$ cat src/adcs_pkg.sv
// adcs_pkg: constants for the two-wire converter readout slave
// assumes a 40 MHz system clock; no other files depend on tool settings
package adcs_pkg;
    // ==========================================================
    // address byte layout
    localparam logic [3:0] DEV_CODE = 4'h6; // arbitrary value, fixed device code
    localparam logic [2:0] ADDR_OPT_RST = 3'h5; // default select option 101
    localparam int RW_BIT = 0;
    // ==========================================================
    // timing, in nanoseconds, at the 25 ns system clock
    localparam int CLK_PERIOD_NS = 25;
    localparam int ACQ_TIME_NS = 1120;
    localparam int CONV_TIME_NS = 8960;
    localparam int ACQ_CYCLES = (ACQ_TIME_NS + CLK_PERIOD_NS - 1) / CLK_PERIOD_NS;
    localparam int CONV_CYCLES = (CONV_TIME_NS + CLK_PERIOD_NS - 1) / CLK_PERIOD_NS;
    localparam int TIMER_W = 10;
    // ==========================================================
    // result layout
    localparam int RESULT_W = 12;
    localparam logic [3:0] HI_PAD = 4'h0;
    // ==========================================================
    // states
    typedef enum logic [2:0] {
        ST_IDLE, ST_ADDR, ST_ADDR_ACK, ST_TX, ST_RX_ACK, ST_DONE
    } adcs_bus_state_t;
    typedef enum logic [1:0] {
        CV_IDLE, CV_ACQ, CV_CONV
    } adcs_conv_state_t;
endpackage : adcs_pkg

$ cat src/adcs_readout.sv
// adcs_readout: two-wire slave front end of a 12-bit sampling converter
// assumes raw bus pins from outside the clock domain and an analog core that
// presents its finished code on sarCode when told to hold and convert
//
// Summary of operation
// - sda falling while scl high is a start; every command follows one.
// - sda rising while scl high is a stop; every operation ends with one.
// - data must be steady while scl high; changes there are start or stop.
// - one scl pulse per bit; the sender changes sda only while scl low.
// - acknowledging side holds sda low for the whole acknowledge high phase.
// - on a master not-acknowledge the device releases sda.
// - first byte is address; respond only on matching code and select bits.
// - read direction bit 1 selects a read and runs a conversion.
// - write direction is acknowledged, then the bus is released, no conversion.
// - no writable registers; write payload is not accepted.
// - sampling starts at the scl fall ending a high direction bit.
// - device drives acknowledge low for the address acknowledge clock.
// - first data byte is four zeros then the upper four result bits.
// - after master acknowledge the lower eight result bits follow.
// - repeat sampling starts at the scl fall of the result's last bit.
// - result goes most significant bit first, straight binary.
// - each finished conversion is kept in a 12-bit holding register.
// - acquisition 1.12 us and conversion 8.96 us, timed internally.
`timescale 1ns/10ps
`default_nettype none
module adcs_readout
    import adcs_pkg::*;
#(
    parameter int ACQ_CNT = ACQ_CYCLES,
    parameter int CONV_CNT = CONV_CYCLES
) (
    input wire logic mclk,
    input wire logic sys_rst,
    input wire logic sclIn,
    input wire logic sdaIn,
    output logic sdaOut,
    output logic sdaOe,
    input wire logic addr_select_hi,
    input wire logic addr_select_mid,
    input wire logic addr_select_lo,
    input wire logic [adcs_pkg::RESULT_W-1:0] sarCode,
    output logic sampleHold,
    output logic convBusy,
    output logic [adcs_pkg::RESULT_W-1:0] resultHold
);
    import adcs_pkg::*;

    // refuse timing counts the sequencer timer cannot hold
    if (ACQ_CNT < 1 || CONV_CNT < 1 || ACQ_CNT >= (1 << TIMER_W) ||
        CONV_CNT >= (1 << TIMER_W)) begin : g_badTiming
        $error("adcs_readout: timing counts out of range");
    end

    // ==========================================================
    // input synchronisers
    logic [2:0] sclSync_reg, sclSync_next;
    logic [2:0] sdaSync_reg, sdaSync_next;
    logic sclLvl_reg, sclLvl_next, sdaLvl_reg, sdaLvl_next;
    logic [2:0] addrSel_reg;
    logic sclRise, sclFall, startSeen, stopSeen;

    // three stages; a change counts once stages two and three agree
    always_comb begin
        sclSync_next = {sclSync_reg[1:0], sclIn};
        sdaSync_next = {sdaSync_reg[1:0], sdaIn};
        sclLvl_next = sclLvl_reg;
        sdaLvl_next = sdaLvl_reg;
        if (sclSync_reg[1] == sclSync_reg[2]) begin
            sclLvl_next = sclSync_reg[2];
        end
        if (sdaSync_reg[1] == sdaSync_reg[2]) begin
            sdaLvl_next = sdaSync_reg[2];
        end
    end

    always_ff @(posedge mclk) begin
        if (sys_rst) begin
            sclSync_reg <= 3'h7;
            sdaSync_reg <= 3'h7;
            sclLvl_reg <= 1'b1;
            sdaLvl_reg <= 1'b1;
        end else begin
            sclSync_reg <= sclSync_next;
            sdaSync_reg <= sdaSync_next;
            sclLvl_reg <= sclLvl_next;
            sdaLvl_reg <= sdaLvl_next;
        end
        addrSel_reg <= {addr_select_hi, addr_select_mid, addr_select_lo};
    end

    // edge and condition detection on filtered levels
    assign sclRise = sclLvl_next & ~sclLvl_reg;
    assign sclFall = ~sclLvl_next & sclLvl_reg;
    assign startSeen = sclLvl_reg & sclLvl_next & sdaLvl_reg & ~sdaLvl_next;
    assign stopSeen = sclLvl_reg & sclLvl_next & ~sdaLvl_reg & sdaLvl_next;

    // ==========================================================
    // bus protocol engine
    adcs_bus_state_t busSt_reg, busSt_next;
    logic [3:0] bitCnt_reg, bitCnt_next;
    logic [7:0] shift_reg, shift_next;
    logic isRead_reg, isRead_next;
    logic lowByte_reg, lowByte_next;
    logic sdaOut_next, sdaOe_next;
    logic startConv;

    // conditions override data handling whenever scl is high
    always_comb begin
        busSt_next = busSt_reg;
        bitCnt_next = bitCnt_reg;
        shift_next = shift_reg;
        isRead_next = isRead_reg;
        lowByte_next = lowByte_reg;
        sdaOe_next = sdaOe;
        startConv = 1'b0;
        if (stopSeen) begin
            busSt_next = ST_IDLE;
            sdaOe_next = 1'b0;
        end else if (startSeen) begin
            busSt_next = ST_ADDR;
            bitCnt_next = 4'h0;
            sdaOe_next = 1'b0;
        end else begin
            case (busSt_reg)
                ST_IDLE, ST_DONE: begin
                    sdaOe_next = 1'b0;
                end
                ST_ADDR: begin
                    if (sclRise) begin
                        shift_next = {shift_reg[6:0], sdaLvl_next};
                        bitCnt_next = bitCnt_reg + 4'h1;
                    end
                    if (sclFall && bitCnt_reg == 4'h8) begin
                        if (shift_reg[7:4] == DEV_CODE && shift_reg[3:1] == addrSel_reg) begin
                            busSt_next = ST_ADDR_ACK;
                            isRead_next = shift_reg[RW_BIT];
                            // sample on fall ending read bit
                            startConv = shift_reg[RW_BIT];
                            sdaOe_next = 1'b1;
                        end else begin
                            busSt_next = ST_DONE;
                        end
                    end
                end
                // hold low through the acknowledge high phase
                ST_ADDR_ACK: begin
                    if (sclFall) begin
                        bitCnt_next = 4'h0;
                        lowByte_next = 1'b0;
                        if (isRead_reg) begin
                            busSt_next = ST_TX;
                            shift_next = {HI_PAD, resultHold[11:8]};
                            sdaOe_next = ~HI_PAD[3];
                        end else begin
                            busSt_next = ST_DONE;
                            sdaOe_next = 1'b0;
                        end
                    end
                end
                ST_TX: begin
                    if (sclFall) begin
                        bitCnt_next = bitCnt_reg + 4'h1;
                        if (bitCnt_reg == 4'h7) begin
                            busSt_next = ST_RX_ACK;
                            sdaOe_next = 1'b0;
                            // next sample at fall of last result bit
                            startConv = lowByte_reg;
                        end else begin
                            shift_next = {shift_reg[6:0], 1'b0};
                            sdaOe_next = ~shift_reg[6];
                        end
                    end
                end
                ST_RX_ACK: begin
                    if (sclRise) begin
                        if (sdaLvl_next) begin
                            busSt_next = ST_DONE;
                        end else begin
                            lowByte_next = ~lowByte_reg;
                            // next byte chosen on master acknowledge
                            shift_next = lowByte_reg ? {HI_PAD, resultHold[11:8]}
                                                     : resultHold[7:0];
                        end
                    end
                    // first bit of the next byte goes out as the acknowledge ends
                    if (sclFall) begin
                        busSt_next = ST_TX;
                        bitCnt_next = 4'h0;
                        sdaOe_next = ~shift_reg[7];
                    end
                end
                default: begin
                    busSt_next = ST_IDLE;
                    sdaOe_next = 1'b0;
                end
            endcase
        end
        sdaOut_next = 1'b0;
    end

    always_ff @(posedge mclk) begin
        if (sys_rst) begin
            busSt_reg <= ST_IDLE;
            bitCnt_reg <= 4'h0;
            shift_reg <= 8'h00;
            isRead_reg <= 1'b0;
            lowByte_reg <= 1'b0;
            sdaOut <= 1'b0;
            sdaOe <= 1'b0;
        end else begin
            busSt_reg <= busSt_next;
            bitCnt_reg <= bitCnt_next;
            shift_reg <= shift_next;
            isRead_reg <= isRead_next;
            lowByte_reg <= lowByte_next;
            sdaOut <= sdaOut_next;
            sdaOe <= sdaOe_next;
        end
    end

    // ==========================================================
    // self-timed acquisition and conversion sequencer
    adcs_conv_state_t cvSt_reg, cvSt_next;
    logic [TIMER_W-1:0] timer_reg, timer_next;
    logic [RESULT_W-1:0] result_next;
    logic sampleHold_next, convBusy_next;

    // fixed internal timing, independent of scl
    always_comb begin
        cvSt_next = cvSt_reg;
        timer_next = timer_reg;
        result_next = resultHold;
        case (cvSt_reg)
            CV_ACQ: begin
                if (timer_reg == '0) begin
                    cvSt_next = CV_CONV;
                    timer_next = TIMER_W'(CONV_CNT - 1);
                end else begin
                    timer_next = timer_reg - 1'b1;
                end
            end
            CV_CONV: begin
                if (timer_reg == '0) begin
                    cvSt_next = CV_IDLE;
                    result_next = sarCode;
                end else begin
                    timer_next = timer_reg - 1'b1;
                end
            end
            default: begin
                cvSt_next = CV_IDLE;
            end
        endcase
        // a request starts a sample or restarts a running one; idle holds in default
        if (startConv) begin
            cvSt_next = CV_ACQ;
            timer_next = TIMER_W'(ACQ_CNT - 1);
        end
        sampleHold_next = (cvSt_next == CV_ACQ);
        convBusy_next = (cvSt_next != CV_IDLE);
    end

    always_ff @(posedge mclk) begin
        if (sys_rst) begin
            cvSt_reg <= CV_IDLE;
            timer_reg <= '0;
            resultHold <= '0;
            sampleHold <= 1'b0;
            convBusy <= 1'b0;
        end else begin
            cvSt_reg <= cvSt_next;
            timer_reg <= timer_next;
            resultHold <= result_next;
            sampleHold <= sampleHold_next;
            convBusy <= convBusy_next;
        end
    end
endmodule : adcs_readout
`default_nettype wire

$ cat config.mk
export PLATFORM = sky130hd
export DESIGN_NAME = adcs_readout
export DESIGN_NICKNAME = d
export VERILOG_FILES = /design/src/adcs_pkg.sv /design/src/adcs_readout.sv
export SDC_FILE = /design/constraint.sdc
export NUM_CORES = 1
export LEC_CHECK = 0
export BUFFER_PORTS_ARGS = -buffer_cell sky130_fd_sc_hd__buf_2
export CAP_MARGIN = 20
export CORE_MARGIN = 5
export CORE_UTILIZATION = 35
export CTS_CLUSTER_SIZE = 24
export DETAILED_ROUTE_END_ITERATION = 8
export SLEW_MARGIN = 25
export SYNTH_ARGS = -nofsm -noshare
export SYNTH_HDL_FRONTEND = slang
export SYNTH_SLANG_ARGS = --single-unit
$ cat constraint.sdc
create_clock -name mclk -period 3.2 [get_ports mclk]
set_input_delay 0.96 -clock mclk [delete_from_list [all_inputs] [get_ports mclk]]
set_output_delay 0.96 -clock mclk [all_outputs]
set_load 0.005 [all_outputs]
==> metrics.cfg, run 1 <==
[hold_path]
hold_path.class=flip-flop to flip-flop

[synthesis]
synth_top_family_by_area=simple AND/OR/NAND/NOR gates
synth.avg_cell_area_sq_um=8.80
synth_ff_type=dfxtp_1
synth_fa_ha_area_share_pct=4.49
synth.mux.area_fraction_pct=4.78
yosysWarnings=0
synth_xor_area_share_pct=1.78
synth.ff_latch_count=55
synth.distinct_cells=63
synthesis.area_sq_um=2960
yosysSeqAreaShare_pct=37.3
synthCells=336
synthArstFlopShare_pct=0
yosys.area_share.simple_pct=23.6
synth-compound-area-share_pct=22.6
synth_edf_count=0
syn_nets=364

[clocking]
clk_pin_slew_worst_paths_ns=0.10
ctsRootBufferMaster=clkbuf_8
cts_made_buffers=5
cts_resized=0
postCtsHoldBufs=0
cts_tree=built
max-clock-path-buffers=2
cts.sink_count=55
h-tree-depth=2
post_cts_buffers=0
clkLatencyLatePin_ns=0.32

[worst_setup_path]
cp_slowest_cell=a211oi_1
cp-end-kind=flip-flop
cp.arrival_ns=2.82
path_max_fanout=15
crit_path_start_kind=flip-flop
crit_chain=maj3_1 > inv_1 > ha_1 > nand3b_1 > a211oi_1 > o22a_2 > a21oi_1 > a311oi_1
critical-path-max-stage-delay_ns=0.42
critical_path_class=flip-flop to flip-flop
cp.required_ns=3.43

[timing]
rsz0062_at_grt=no
min_period_ns=2.60
final_max_slew_viol_count=0
period_share_pct=81.1
fmax_ghz=0.385
finalSetupTns_ns=0
tightest_slew_ns=0.961
max_slew_margin_pct=35.8
holdWs_ns=0.418
timing_hold_violations_final=0
fin_skew_ns=0.0132
setup_viol=0

[finish]
final_cell_mix=dfxtp_1, nor2_1, buf_2
layout_commonest_cell=dfxtp_1
final_layout_size_suffix_gt1_share_pct=17.0
area_growth_pct=9.86
diodes=0
nNetsFinal=385
largest_register_ffs=12

[status]
status=finished, final reports clean

[route]
wl_mm=6.84
post_drt_wl_per_cell_um=14.8
firstDrtPassIters=4
ant_nets=0
viasPerCell=5.52
drc=0
num_vias=2558
dr.first_iter.drc_count=172

[grt]
grt_max_degree=42
grt_pass1_vias=2544
grt_overflow=0
use_met1_pct=18.7
grtUsageTotal_pct=13.8
met2_usage_pct=22.3
top_usage_layer=met2
antenna_found_initial=0
grt_pass1_wl_mm=11.9
globalRouteMet3Util_pct=2.32

[floorplanning]
die_y_um=102
initial_core_util_pct=36.0
core_sq_um=8220
die_x_um=102
io_pins=35
rows=33
dieArea_sq_um=10400

[power_and_ir_drop]
p_leak_nw=1.19
ir_worst_vdd_mv=0.196
power.density_nw_per_um2=346

[run]
drv_cap=0

[placement]
place_hpwl_mm=4.85
place.gp.congestion=0.908
portBuffers=33

cell families after synthesis:
| family | after synthesis |
|---|---|
| flip-flops | 55 |
| buffers and inverters | 34 |
| adder cells (fa/ha/maj) | 11 |
| AND/OR/NAND/NOR | 121 |
| other | 1 |
| AO/OA/AOI/OAI | 94 |
| multiplexers | 14 |
| XOR/XNOR | 6 |
synthesized netlist by cell type, types with 5 or more instances:
library cell	number	area, sq um
nor3_1	14	70.1
dfxtp_1	55	1100
nand2_1	10	37.5
a211oi_1	5	37.5
clkbuf_1	11	41.3
or2_2	10	62.6
nor2b_1	7	43.8
mux2i_1	13	130
o21ai_0	12	60.1
a21oi_1	25	125
nor3b_1	5	37.5
a22o_1	6	52.6
nand3_1	8	40.0
nor2_1	34	128
ha_1	9	113
nand3b_1	7	52.6
a31oi_1	5	31.3
a311oi_1	8	70.1
inv_1	13	48.8
worst max-delay path, delay by kind of cell (launching register included):
kind / cells / cell delay [ns]
buffers and inverters: 1 / 0.08
DFF: 1 / 0.35
and+or+nand+nor: 1 / 0.19
adders and majority gates: 2 / 0.73
AOI/OAI and AO/OA: 4 / 1.16
metal layers:
| metal | up-vias | routed length, um |
|---|---|---|
| met1 | 1195 | 3340 |
| met2 | 70 | 3090 |
| met4 | 0 | 93 |
| li1 | 1283 | - |
| met5 | - | 0 |
| met3 | 10 | 311 |
final cells by class:
| class | count | area (sq um) |
|---|---|---|
| Multi-Input combinational cell | 247 | 1700 |
| Inverter | 13 | 48.8 |
| Clock inverter | 2 | 17.5 |
| Fill cell | 834 | 4970 |
| Timing Repair Buffer | 35 | 180 |
| Tap cell | 105 | 131 |
| Clock buffer | 6 | 72.6 |
| Sequential cell | 55 | 1100 |
stage by stage:
| step | utilization, % | cell area, sq um | power, W | setup slack, ns | std cells |
|---|---|---|---|---|---|
| floorplan | - | 2960 | 0.000729 | 0.962 | 336 |
| global placement | 38.4 | 3160 | 0.000743 | 0.690 | 455 |
| detailed placement | 38.4 | 3160 | 0.000744 | 0.632 | 455 |
| CTS | 39.5 | 3250 | 0.00114 | 0.603 | 463 |
| global route | 39.5 | 3250 | 0.00117 | 0.417 | 463 |
| finish | 39.5 | 3250 | 0.00112 | 0.604 | 463 |
power by group:
part / internal, W / switching, W / total (W) / leakage (nW)
combinational: 0.0000153 / 0.0000196 / 0.0000349 / 0.695
clock: 0.000158 / 0.000239 / 0.000397 / 0.0454
sequential: 0.000689 / 0.00000322 / 0.000693 / 0.445
total: 0.000863 / 0.000262 / 0.00112 / 1.19
path summary, 6_finish.rpt:
check	from	to	slack, ns	cells after the start
max	sclLvl_reg	shift_reg[1]	0.60	8
min	sclSync_reg[0]	sclSync_reg[1]	0.42	1
max reg2reg	sclLvl_reg	shift_reg[1]	0.60	8
min reg2reg	sclSync_reg[0]	sclSync_reg[1]	0.42	1
Power figures use the tool's default switching activity.
==> run 2, diff against run 1 <==
Clock period 3.2 ns to 2.27 ns, I/O delays scaled along.
==> metrics.cfg, run 2 (synthesis results as in run 1) <==
[status]
status=finished, final reports clean

[worst_setup_path]
crit_chain=maj3_1 > buf_4 > ha_1 > and4bb_4 > nor4_4 > nand3b_1 > nor3b_1 > a221o_1
cp_top_family=simple AND/OR/NAND/NOR gates
path_max_fanout=5  ; -10
cp.required_ns=2.52  ; -0.91 ns
path_buf_inv=1  ; unchanged
timing.rr.end=bitCnt_reg[2]
critical_path_class=flip-flop to flip-flop
r2r-start=sclLvl_reg
cp_slowest_cell=maj3_1
crit_path_start_kind=flip-flop
reg2regPathDepth=8  ; unchanged
cp-end-kind=flip-flop
r2r_slack_ns=0.07  ; -0.54 ns
cp.arrival_ns=2.46  ; -0.36 ns
critical-path-max-stage-delay_ns=0.38  ; -0.04 ns

[power_and_ir_drop]
power_frac_seq_pct=60.4  ; -1.2 points
p_sw_w=0.000383  ; +46%
p_leak_nw=1.38  ; +16%
clkPwrFrac_pct=35.6  ; +0.3 points
swShare_pct=23.7  ; +0.41 points
combPwrFrac_pct=4.0  ; +0.9 points
ir_worst_vdd_mv=0.254  ; +29%
power.density_nw_per_um2=446  ; +29%
p_int_w=0.00123  ; +43%
power_w=0.00162  ; +44%

[grt]
grt_pass1_wl_mm=12.2  ; +2.7%
antenna_found_initial=0  ; unchanged
grt_overflow=0  ; unchanged
grt_pass1_vias=2549  ; +0.20%
grtUsageTotal_pct=14.4  ; +0.61 points
grt_max_degree=30  ; -29%

[floorplanning]
rows=33  ; unchanged
core_sq_um=8220  ; unchanged
die_x_um=102  ; unchanged
dieArea_sq_um=10400  ; unchanged
io_pins=35  ; unchanged
die_y_um=102  ; unchanged
initial_core_util_pct=36.0  ; unchanged

[timing]
fin_skew_ns=0.0101  ; -0.00310 ns
fmax_ghz=0.454  ; +18%
final_max_slew_viol_count=0  ; unchanged
timing_hold_violations_final=0  ; unchanged
min_period_ns=2.20  ; -0.393 ns
setup_viol=0  ; unchanged
period_share_pct=97.0  ; +16 points
tightest_slew_ns=0.617  ; -0.344 ns
max_slew_margin_pct=58.8  ; +23 points
fin_ws_ns=0.0671  ; -0.537 ns

[route]
drc=0  ; unchanged
post_drt_wl_per_cell_um=15.2  ; +3.0%
firstDrtPassIters=5  ; +1
wl_mm=7.55  ; +10%
viasPerCell=5.57  ; +0.75%
dr.first_iter.drc_count=148  ; -14%
num_vias=2761  ; +7.9%
ant_nets=0  ; unchanged

[run]
drv_cap=0  ; unchanged

[hold_path]
worstHoldPathCells=1  ; unchanged
hold_path.class=flip-flop to flip-flop
hold_end=sclSync_reg[1]
hold_start=sclSync_reg[0]

[placement]
portBuffers=33  ; unchanged
place_ws_ns=-0.0799  ; -0.712 ns
place.gp.congestion=0.881  ; -3.0%
place_hpwl_mm=5.27  ; +8.7%
place_area_sq_um=3370  ; +6.8%
dp_cells=482  ; +5.9%

[clocking]
cts_tree=built
cts.sink_count=55  ; unchanged
max-clock-path-buffers=2  ; unchanged
clkLatencyLatePin_ns=0.31  ; about the same
clk_pin_slew_worst_paths_ns=0.10  ; about the same
h-tree-depth=2  ; unchanged
postCtsHoldBufs=0  ; unchanged
ctsRootBufferMaster=clkbuf_8
cts_made_buffers=5  ; unchanged

[finish]
nFillCells=827  ; -0.84%
post-route-cell-area_sq_um=3630  ; +12%
layout.cells.non_filler=496  ; +7.1%
final_layout_size_suffix_gt1_share_pct=27.6  ; +11 points
area_growth_pct=22.7
largest_register_ffs=12  ; unchanged
final_cell_mix=dfxtp_1, buf_2, nor2_1
layout_commonest_cell=dfxtp_1
nNetsFinal=418  ; +8.6%
diodes=0  ; unchanged

## run 2: cell count changes in the layout (fill, tap and decap cells not counted), moves of 2 or more
cell	before	now
or2_4	0	2
buf_4	2	31
a311oi_1	8	5
o31ai_1	4	2
a311oi_2	0	3
## run 2: layout make-up
type                       instances  area, sq um  area share, %
timing repair buffer              67          434           12.0
tap                              105          131           3.62
clock inverter                     3         28.8          0.793
multi-input combinational        248         1810           50.0
inverter                          13         48.8           1.35
sequential                        55         1100           30.4
clock buffer                       5         68.8           1.90
## run 2: worst register-to-register path, cell delays in order, from the launching register on
cell and delay, ns:
dfxtp_1 0.33, maj3_1 0.38, buf_4 0.15, ha_1 0.21
and4bb_4 0.24, nor4_4 0.26, nand3b_1 0.18, nor3b_1 0.25
a221o_1 0.15
## run 2: worst max path at each step
stage	startpoint	to	slack, ns	cells after the start
CTS	sclLvl_reg	shift_reg[3]	0.002	8
floorplan	sclLvl_reg	shift_reg[6]	0.03	10
global placement	sclLvl_reg	bitCnt_reg[3]	0.04	8
finish	sclLvl_reg	bitCnt_reg[2]	0.07	8
detailed placement	sclLvl_reg	bitCnt_reg[3]	-0.08	8
global route	sclLvl_reg	bitCnt_reg[2]	-0.07	8
## run 2: metrics by stage
stage | setup TNS (ns) | util [%] | hold slack [ns]
after global placement | 0 | 41.0 | 0.392
after global routing | -0.0671 | 44.1 | 0.430
after floorplan | 0 | - | 0.389
final | 0 | 44.1 | 0.420
after detailed placement | -0.155 | 41.0 | 0.397
after CTS | 0 | 42.5 | 0.422
## run 2: per-layer routing
| layer | GRT usage [%] | up-vias | part of all wire [%] |
|---|---|---|---|
| met5 | 0 | - | 0 |
| met4 | 2.12 | 0 | 0.90 |
| met3 | 2.59 | 8 | 5.0 |
| met2 | 23.4 | 81 | 47 |
| met1 | 20.6 | 1314 | 47 |
| li1 | - | 1358 | - |
## run 2: timing repair
| action | 4_1_cts | 5_1_grt |
|---|---|---|
| pin swaps | 1 | 8 |
| setup endpoints to repair | 7 | 25 |
| resized for setup | 3 | 20 |
| gates cloned | 1 | 1 |
| buffers inserted | 0 | 4 |
## run 2: power groups by stage
| stage | Sequential (W) | Clock, W | Combinational, W |
|---|---|---|---|
| 3_5_place_dp | 0.000999 | 0 | 0.0000597 |
| 5_1_grt | 0.000977 | 0.000629 | 0.0000706 |
| 6_report | 0.000976 | 0.000576 | 0.0000647 |
| 2_1_floorplan | 0.000997 | 0 | 0.0000300 |
| 4_1_cts | 0.000976 | 0.000603 | 0.0000600 |
| 3_3_place_gp | 0.000998 | 0 | 0.0000586 |
